$ cat config.mk
export PLATFORM = sky130hd
export DESIGN_NAME = usr_top
export DESIGN_NICKNAME = d
export VERILOG_FILES = /design/src/hw/usr_pkg.sv /design/src/hw/usr_sync.sv /design/src/hw/usr_fifo.sv /design/src/hw/usr_top.sv
export SDC_FILE = /design/constraint.sdc
export NUM_CORES = 1
export LEC_CHECK = 0
export BUFFER_PORTS_ARGS = -buffer_cell sky130_fd_sc_hd__buf_2
export CAP_MARGIN = 20
export CELL_PAD_IN_SITES_DETAIL_PLACEMENT = 0
export CELL_PAD_IN_SITES_GLOBAL_PLACEMENT = 1
export CORE_MARGIN = 1
export CORE_UTILIZATION = 47
export DETAILED_ROUTE_END_ITERATION = 10
export GPL_TIMING_DRIVEN = 1
export HOLD_SLACK_MARGIN = 0.12
export PLACE_DENSITY = 0.79
export SYNTH_ARGS = -nofsm -noshare
export SYNTH_HDL_FRONTEND = slang
export SYNTH_HIERARCHICAL = 1
export SYNTH_SLANG_ARGS = --single-unit
$ cat constraint.sdc
create_clock -name core_clk_i -period 3.5 [get_ports core_clk_i]
set_input_delay 0.175 -clock core_clk_i [delete_from_list [all_inputs] [get_ports core_clk_i]]
set_output_delay 0.175 -clock core_clk_i [all_outputs]
set_load 0.005 [all_outputs]
$ cat src/hw/usr_pkg.sv
package usr_pkg;

   ////////////////////////////////////////////////////////////////////////////
   // Sizes

   localparam int USR_WIDTH = 8;
   localparam int USR_FIFO_DEPTH = 16;
   localparam int USR_SYNC_STAGES = 3;

   ////////////////////////////////////////////////////////////////////////////
   // Reset values

   localparam logic [USR_WIDTH-1:0] USR_STAGE_RST = 8'h00;
   localparam logic USR_OE_N_RST = 1'b1;

   ////////////////////////////////////////////////////////////////////////////
   // Mode select encodings, index {mode_sel_hi, mode_sel_lo}

   localparam logic [1:0] USR_SEL_HOLD = 2'h0;
   localparam logic [1:0] USR_SEL_RIGHT = 2'h1;
   localparam logic [1:0] USR_SEL_LEFT = 2'h2;
   localparam logic [1:0] USR_SEL_LOAD = 2'h3;

   typedef enum logic [1:0] {
      USR_MODE_HOLD,
      USR_MODE_RIGHT,
      USR_MODE_LEFT,
      USR_MODE_LOAD
   } usr_mode_t;

   ////////////////////////////////////////////////////////////////////////////
   // Carriers

   // Pin bundle as seen after the synchroniser
   typedef struct packed {
      logic shift_clock;
      logic mode_sel_hi;
      logic mode_sel_lo;
      logic ser_in_right;
      logic ser_in_left;
      logic out_en_n_a;
      logic out_en_n_b;
      logic master_clear_n;
      logic [USR_WIDTH-1:0] par_in;
   } usr_pins_t;

   localparam int USR_PINS_W = $bits(usr_pins_t);

   // Clock low, enables off, clear asserted until the pins are seen
   localparam logic [USR_PINS_W-1:0] USR_PINS_RST = 16'h0600;

   // One queued clock-edge operation
   typedef struct packed {
      usr_mode_t mode;
      logic ser_in_right;
      logic ser_in_left;
      logic [USR_WIDTH-1:0] par_in;
   } usr_cmd_t;

   localparam int USR_CMD_W = $bits(usr_cmd_t);

endpackage

$ cat src/hw/usr_sync.sv
module usr_sync #(
   parameter int W = 1,
   parameter logic [W-1:0] RST_VAL = '0
) (
   input wire logic core_clk_i,        // Core clock
   input wire logic rst_b_i,           // Async reset, active low
   input wire logic [W-1:0] async_i,   // Asynchronous inputs
   output logic [W-1:0] level_o        // Filtered level
);
   import usr_pkg::*;

   logic [W-1:0] s1;
   logic [W-1:0] s2;
   logic [W-1:0] s3;
   logic [W-1:0] level;
   logic [W-1:0] next_level;

   // Only s2 and s3 are compared; s1 feeds s2 alone
   always_comb begin
      next_level = level;
      for (int i = 0; i < W; i++) begin
         if (s2[i] == s3[i]) begin
            next_level[i] = s3[i];
         end
      end
   end

   always_ff @(posedge core_clk_i or negedge rst_b_i) begin
      if (!rst_b_i) begin
         s1 <= RST_VAL;
         s2 <= RST_VAL;
         s3 <= RST_VAL;
         level <= RST_VAL;
      end else begin
         s1 <= async_i;
         s2 <= s1;
         s3 <= s2;
         level <= next_level;
      end
   end

   assign level_o = level;

endmodule

$ cat src/hw/usr_fifo.sv
module usr_fifo #(
   parameter int W = 8,
   parameter int DEPTH = 16
) (
   input wire logic core_clk_i,      // Core clock
   input wire logic rst_b_i,         // Async reset, active low
   input wire logic flush_i,         // Drop all entries
   input wire logic in_valid_i,      // Write request
   output logic in_ready_o,          // Room for a word
   input wire logic [W-1:0] in_data_i, // Write data
   output logic out_valid_o,         // Head word present
   input wire logic out_ready_i,     // Head consumed
   output logic [W-1:0] out_data_o   // Head word
);
   import usr_pkg::*;

   localparam int AW = (DEPTH > 1) ? $clog2(DEPTH) : 1;
   localparam int CW = $clog2(DEPTH + 1);
   localparam logic [CW-1:0] FULL_CNT = CW'(DEPTH);
   localparam logic [AW-1:0] LAST_IDX = AW'(DEPTH - 1);

   logic [W-1:0] mem [DEPTH];
   logic [AW-1:0] wr_idx;
   logic [AW-1:0] rd_idx;
   logic [CW-1:0] count;
   logic in_ready;
   logic [AW-1:0] next_wr_idx;
   logic [AW-1:0] next_rd_idx;
   logic [CW-1:0] next_count;
   logic next_in_ready;
   logic push;
   logic pop;

   always_comb begin
      push = in_valid_i && in_ready;
      pop = out_valid_o && out_ready_i;
      next_wr_idx = wr_idx;
      next_rd_idx = rd_idx;
      next_count = count;
      if (flush_i) begin
         next_wr_idx = '0;
         next_rd_idx = '0;
         next_count = '0;
      end else begin
         if (push) begin
            next_wr_idx = (wr_idx == LAST_IDX) ? '0 : AW'(wr_idx + 1'b1);
         end
         if (pop) begin
            next_rd_idx = (rd_idx == LAST_IDX) ? '0 : AW'(rd_idx + 1'b1);
         end
         if (push && !pop) begin
            next_count = CW'(count + 1'b1);
         end else if (pop && !push) begin
            next_count = CW'(count - 1'b1);
         end
      end
      next_in_ready = (next_count != FULL_CNT);
   end

   always_ff @(posedge core_clk_i or negedge rst_b_i) begin
      if (!rst_b_i) begin
         wr_idx <= '0;
         rd_idx <= '0;
         count <= '0;
         in_ready <= 1'b1;
      end else begin
         wr_idx <= next_wr_idx;
         rd_idx <= next_rd_idx;
         count <= next_count;
         in_ready <= next_in_ready;
      end
   end

   // Storage has no reset; valid guards every read
   always_ff @(posedge core_clk_i) begin
      if (push && !flush_i) begin
         mem[wr_idx] <= in_data_i;
      end
   end

   assign in_ready_o = in_ready;
   assign out_valid_o = (count != '0);
   assign out_data_o = mem[rd_idx];

endmodule

$ cat src/hw/usr_top.sv
// Functional notes
// RULE1 - Eight-bit state with shift, load, hold
// RULE2 - Two mode selects alone choose operation
// RULE3 - Low master clear resets stages asynchronously
// RULE4 - After clear all stages and ends low
// RULE5 - State changes only on shift clock rise
// RULE6 - Load captures each parallel pin value
// RULE7 - Right shift: serial right into stage 0
// RULE8 - Left shift: serial left into stage 7
// RULE9 - Enabled pins drive out stage contents
// RULE10 - Either enable high floats the pins
// RULE11 - Floating pins never stop internal operation
// RULE12 - Load mode floats pins regardless of enables
// RULE13 - Stage 0 and 7 always on serial outputs
// RULE14 - Host drives pins only during load mode
module usr_top #(
   parameter int WIDTH = usr_pkg::USR_WIDTH,
   parameter int FIFO_DEPTH = usr_pkg::USR_FIFO_DEPTH
) (
   input wire logic core_clk_i,                    // Core clock, 40 MHz
   input wire logic rst_b_i,                       // Async reset, active low
   input wire logic shift_clock_i,                 // Pin clock, rising edge acts
   input wire logic mode_sel_lo_i,                 // Mode select low bit
   input wire logic mode_sel_hi_i,                 // Mode select high bit
   input wire logic ser_in_right_i,                // Serial in for right shift
   input wire logic ser_in_left_i,                 // Serial in for left shift
   input wire logic out_en_n_a_i,                  // Pin enable A, active low
   input wire logic out_en_n_b_i,                  // Pin enable B, active low
   input wire logic master_clear_n_i,              // Master clear, active low
   input wire logic [usr_pkg::USR_WIDTH-1:0] par_i, // Parallel pins, input side
   output logic [usr_pkg::USR_WIDTH-1:0] par_o,    // Parallel pins, output side
   output logic par_oe_n_o,                        // Pin drive, low drives
   output logic ser_out_first_o,                   // Stage 0
   output logic ser_out_last_o,                    // Stage 7
   input wire logic apply_stall_i,                 // Hold off queued edges
   output logic cmd_room_o,                        // Queue can take an edge
   output logic lost_edge_o                        // Edge dropped on full queue
);
   import usr_pkg::*;

   ////////////////////////////////////////////////////////////////////////////
   // Pin capture

   usr_pins_t pins_raw;
   usr_pins_t pins;

   always_comb begin
      pins_raw.shift_clock = shift_clock_i;
      pins_raw.mode_sel_hi = mode_sel_hi_i;
      pins_raw.mode_sel_lo = mode_sel_lo_i;
      pins_raw.ser_in_right = ser_in_right_i;
      pins_raw.ser_in_left = ser_in_left_i;
      pins_raw.out_en_n_a = out_en_n_a_i;
      pins_raw.out_en_n_b = out_en_n_b_i;
      pins_raw.master_clear_n = master_clear_n_i;
      pins_raw.par_in = par_i;
   end

   // All pins share one delay so data stays aligned with its clock edge
   usr_sync #(
      .W(USR_PINS_W),
      .RST_VAL(USR_PINS_RST)
   ) u_sync (
      .core_clk_i(core_clk_i),
      .rst_b_i(rst_b_i),
      .async_i(pins_raw),
      .level_o(pins)
   );

   ////////////////////////////////////////////////////////////////////////////
   // Edge detect and mode decode

   logic clk_seen;
   logic next_clk_seen;
   logic clk_rise;
   usr_mode_t pin_mode;

   always_comb begin
      case ({pins.mode_sel_hi, pins.mode_sel_lo}) // RULE2
         USR_SEL_LOAD: pin_mode = USR_MODE_LOAD;
         USR_SEL_RIGHT: pin_mode = USR_MODE_RIGHT;
         USR_SEL_LEFT: pin_mode = USR_MODE_LEFT;
         default: pin_mode = USR_MODE_HOLD;
      endcase
      next_clk_seen = pins.shift_clock;
      clk_rise = pins.shift_clock && !clk_seen; // RULE5
   end

   always_ff @(posedge core_clk_i or negedge rst_b_i) begin
      if (!rst_b_i) begin
         clk_seen <= 1'b0;
      end else begin
         clk_seen <= next_clk_seen;
      end
   end

   ////////////////////////////////////////////////////////////////////////////
   // Edge queue

   usr_cmd_t cmd_in;
   usr_cmd_t cmd_head;
   logic cmd_push;
   logic cmd_ready;
   logic cmd_valid;
   logic apply;
   logic flush;

   always_comb begin
      cmd_in.mode = pin_mode;
      cmd_in.ser_in_right = pins.ser_in_right;
      cmd_in.ser_in_left = pins.ser_in_left;
      cmd_in.par_in = pins.par_in;
      // Hold edges change nothing, so they take no queue room
      cmd_push = clk_rise && (pin_mode != USR_MODE_HOLD) && pins.master_clear_n;
      // Stale edges must not land once a clear has been seen
      flush = !pins.master_clear_n;
      apply = cmd_valid && !apply_stall_i; // RULE11
   end

   usr_fifo #(
      .W(USR_CMD_W),
      .DEPTH(FIFO_DEPTH)
   ) u_fifo (
      .core_clk_i(core_clk_i),
      .rst_b_i(rst_b_i),
      .flush_i(flush),
      .in_valid_i(cmd_push),
      .in_ready_o(cmd_ready),
      .in_data_i(cmd_in),
      .out_valid_o(cmd_valid),
      .out_ready_i(!apply_stall_i),
      .out_data_o(cmd_head)
   );

   ////////////////////////////////////////////////////////////////////////////
   // Storage stages

   logic [WIDTH-1:0] stage;
   logic [WIDTH-1:0] next_stage;
   logic stage_rst_b;

   // Clear pin acts directly, ahead of the synchroniser
   assign stage_rst_b = rst_b_i && master_clear_n_i; // RULE3

   generate
      for (genvar i = 0; i < WIDTH; i++) begin : g_stage
         logic from_low;
         logic from_high;
         assign from_low = (i == 0) ? cmd_head.ser_in_right : stage[(i == 0) ? 0 : i - 1];
         assign from_high = (i == WIDTH - 1) ? cmd_head.ser_in_left : stage[(i == WIDTH - 1) ? i : i + 1];
         always_comb begin
            next_stage[i] = stage[i];
            if (apply) begin
               case (cmd_head.mode)
                  USR_MODE_LOAD: next_stage[i] = cmd_head.par_in[i]; // RULE6
                  USR_MODE_RIGHT: next_stage[i] = from_low; // RULE7
                  USR_MODE_LEFT: next_stage[i] = from_high; // RULE8
                  default: next_stage[i] = stage[i];
               endcase
            end
         end
      end
   endgenerate

   always_ff @(posedge core_clk_i or negedge stage_rst_b) begin
      if (!stage_rst_b) begin
         stage <= USR_STAGE_RST; // RULE4
      end else begin
         stage <= next_stage; // RULE1
      end
   end

   ////////////////////////////////////////////////////////////////////////////
   // Pin drive and flags

   logic oe_n;
   logic next_oe_n;
   logic lost;
   logic next_lost;

   always_comb begin
      // Drive only with both enables low and not in load mode
      next_oe_n = pins.out_en_n_a || pins.out_en_n_b || (pin_mode == USR_MODE_LOAD); // RULE10 RULE12
      next_lost = lost;
      if (!pins.master_clear_n) begin
         next_lost = 1'b0;
      end
      // No drop is counted in the clearing cycle, so the flag stays low
      if (clk_rise && (pin_mode != USR_MODE_HOLD) && pins.master_clear_n && !cmd_ready) begin
         next_lost = 1'b1;
      end
   end

   always_ff @(posedge core_clk_i or negedge rst_b_i) begin
      if (!rst_b_i) begin
         oe_n <= USR_OE_N_RST;
         lost <= 1'b0;
      end else begin
         oe_n <= next_oe_n;
         lost <= next_lost;
      end
   end

   assign par_o = stage; // RULE9
   assign par_oe_n_o = oe_n;
   assign ser_out_first_o = stage[0]; // RULE13
   assign ser_out_last_o = stage[WIDTH-1]; // RULE13
   assign cmd_room_o = cmd_ready;
   assign lost_edge_o = lost;
endmodule

==> impl_metrics.tcl <==
set metrics [dict create \
    worst_ep_arrival_time_ns 3.63 \
    layout_common_cells "edfxtp_1 (192), dfrtp_1 (78), mux2i_1 (49), nor2_1 (31), clkbuf_16 (31)" \
    n_antenna_cell 0 \
    die-area_um2 23550 \
    status "complete, no violations" \
    finClkSkew_ns 0.02466 \
    grt_use_total_pct 18.00 \
    seq_area_frac_synth_pct 74.26 \
    swShare_pct 24.79 \
    totalWireLength_um 20440 \
    drv_slew 0 \
    synth_compound_area_share_pct 6.592 \
    drt_iter0_markers 457 \
    viasPerCell 5.679 \
    fin_crit_sh_pct 89.91 \
    cts_tree "yes" \
    p_switching_mw 2.115 \
    cts.clk_slew.worst_paths_ns 0.06 \
    clockBufferDepth 3 \
    io_pins 32 \
    drive_gt1_share_pct 23.86 \
    netlist.top_cell.by_area "edfxtp_1" \
    synth_enable_flop_cells 192 \
    cts_setup_buffers 0 \
    netlist_instances 614 \
    dp_hpwl_um 12680 \
    post_dp_cell_area_um2 11260 \
    cts_sinks 281 \
    crit_type "flip-flop to flip-flop" \
    vias 5617 \
    synthAdderAreaFrac_pct 2.832 \
    fin_tns_setup_ns 0 \
    synth.area.mux_share_pct 9.564 \
    place.port_buffers 31 \
    final_common_cell "edfxtp_1" \
    synth_xor_area_share_pct 0.4062 \
    start_kind "flip-flop" \
    hold_violations 0 \
    fin_area_um2 12490 \
    ys_async_sr_fraction_pct 31.67 \
    syn-num-nets 643 \
    syn2layout_area_growth_pct 15.85 \
    clock_latency_ns 0.54 \
    cp.required_ns 3.98 \
    rsz0062_at_grt "no" \
    synth_top_family_by_area "multiplexers" \
    fillers 1677 \
    fin_crit_ns 3.147 \
    drtPass1Iterations 5 \
    fmax_mhz 317.8 \
    reg2reg_depth 9 \
    syn_area_per_cell_um2 17.56 \
    power_frac_seq_pct 46.9 \
    leakage_nw 4.451 \
    cp_max_fo 37 \
    ys_ff_latch 281 \
    maxSlewHeadroom_pct 47.55 \
    hold_class "primary input to asynchronous set/reset pin" \
    grt_pass1_vias 5765 \
    grt_max_degree 42 \
    synthFlopType "edfxtp_1" \
    ant_nets 0 \
    p_int_mw 6.415 \
    clkPwrFrac_pct 38.1 \
    root_buffer "clkbuf_16" \
    synthTopCellsByArea "edfxtp_1 (53%), dfrtp_1 (18%), mux4_2 (5.0%)" \
    ys_types 48 \
    core_area_um2 22570 \
    synth-simple-area-share_pct 3.795 \
    combinationalPowerShare_pct 15.0 \
    r2r_slack_ns 0.35 \
    cts_max_level 1 \
    peakVddDrop_uv 414.6 \
    yosys_warnings 6 \
    rows 55 \
    maxCapViolCount 0 \
    wl_per_cell_um 20.66 \
    die_h_um 153.5 \
    nNetsFinal 711 \
    chipWidth_um 153.5 \
    setup.worst_path.end_class "flip-flop" \
    tightest_slew_ns 0.7851 \
    antenna_found_initial 0 \
    r2r_end "par_o[5]" \
    grt_pass1_wl_um 32500 \
    synth_top_area_share_pct 53.48 \
    drc_errors 0 \
    netlist_area_um2 10780 \
    timing.hold.ws_ns 0.1883 \
    start_util_pct 47.76 \
    cts_inserted_buffers 28 \
    setup_viol 0 \
    finalPower_mw 8.530 \
    reg2reg_from "u_fifo/rd_idx[0]" \
    power.density_nw_per_um2 683.0 \
    gp_congestion 0.8021 \
    grt.overflow.total 0 \
]
## power by group through the flow
stage               clock (mW)  sequential [mW]  combinational [mW]
floorplan                    0             3.90                1.14
global placement             0             4.05                1.21
detailed placement           0             4.07                1.26
CTS                       3.32             4.00                1.29
global route              3.46             4.03                1.40
finish                    3.25             4.00                1.28
## final cells by class
class,count,area (um^2),share of cell area [%]
clock inverters,13,209.0,1.673
multi-input cells,286,2500,20.02
clock buffers,39,835.8,6.692
well taps,285,356.6,2.855
repair buffers,74,538.0,4.308
flip-flops and latches,281,8009,64.13
inverters,11,41.29,0.3306
## how the worst max path moves through the flow
stage | end | from | slack (ns)
after CTS | par_o[5] | u_fifo/rd_idx[0] | 0.35
after global placement | par_o[5] | u_fifo/rd_idx[0] | 0.55
final | par_o[5] | u_fifo/rd_idx[0] | 0.35
after global routing | par_o[5] | u_fifo/rd_idx[0] | 0.17
after detailed placement | par_o[5] | u_fifo/rd_idx[0] | 0.40
after floorplan | par_o[0] | u_fifo/rd_idx[1] | 0.87
## registers in the layout (all words and copies together) (netlist names)
name,count
u_sync/s3,16
par_oe_n_o,1
u_fifo/in_ready_o,1
u_fifo/mem,192
u_sync/s1,16
u_fifo/rd_idx,4
clk_seen,1
u_sync/s2,16
u_sync/level_o,16
par_o,8
u_fifo/wr_idx,4
lost_edge_o,1
u_fifo/count,5
## per-layer routing
layer / track usage, % / vias to the layer above / wire length (um) / share of wire [%]
li1: - / 2522 / - / -
met1: 24.51 / 2859 / 8760 / 43
met2: 29.90 / 193 / 9925 / 49
met3: 2.892 / 43 / 1289 / 6.3
met4: 5.619 / 0 / 462 / 2.3
met5: 0 / - / 0 / 0
## stage by stage
step / utilization, % / worst slack, ns / std cells
after global routing: 55.33 / 0.1720 / 989
after floorplan: - / 0.8660 / 614
after detailed placement: 49.91 / 0.3960 / 919
after CTS: 55.33 / 0.3481 / 989
final: 55.33 / 0.3533 / 989
after global placement: 49.91 / 0.5517 / 919
## cells in the mapped netlist (3+ instances only)
| cell | instances |
|---|---|
| edfxtp_1 | 192 |
| dfrtp_1 | 79 |
| mux2i_1 | 49 |
| nor2_1 | 31 |
| nand2_1 | 29 |
| a221oi_1 | 24 |
| mux4_2 | 24 |
| a22oi_1 | 20 |
| maj3_2 | 16 |
| o21ai_0 | 15 |
| clkbuf_1 | 12 |
| dfstp_2 | 10 |
| ha_1 | 10 |
| inv_1 | 10 |
| a21oi_1 | 9 |
| buf_2 | 8 |
| buf_6 | 7 |
| a211oi_1 | 6 |
| a21o_2 | 6 |
| buf_4 | 6 |
| nor3_1 | 6 |
| nand3_1 | 4 |
| a21o_1 | 3 |
| a311oi_1 | 3 |
| and2_1 | 3 |
| xnor2_1 | 3 |
## critical path, cell delays in order, from the launching register on
cell and delay, ns:
dfrtp_4 0.87, mux2i_1 0.19, a221oi_1 0.41, a22oi_1 0.18
nand2_1 0.12, inv_1 0.07, ha_1 0.18, or3b_1 0.62
a211oi_1 0.30, a21o_2 0.12
## cell families after synthesis
kind of cell / after synthesis
flops: 281
compound gates: 95
simple gates: 87
mux: 73
buf+inv: 47
fa+ha+maj: 26
xor+xnor: 5
## timing repair
item / CTS / global route
resized for setup: 0 / 0
hold buffers: 18 / 0
endpoints found under the hold margin: 63 / 0
Power figures use the tool's default switching activity.
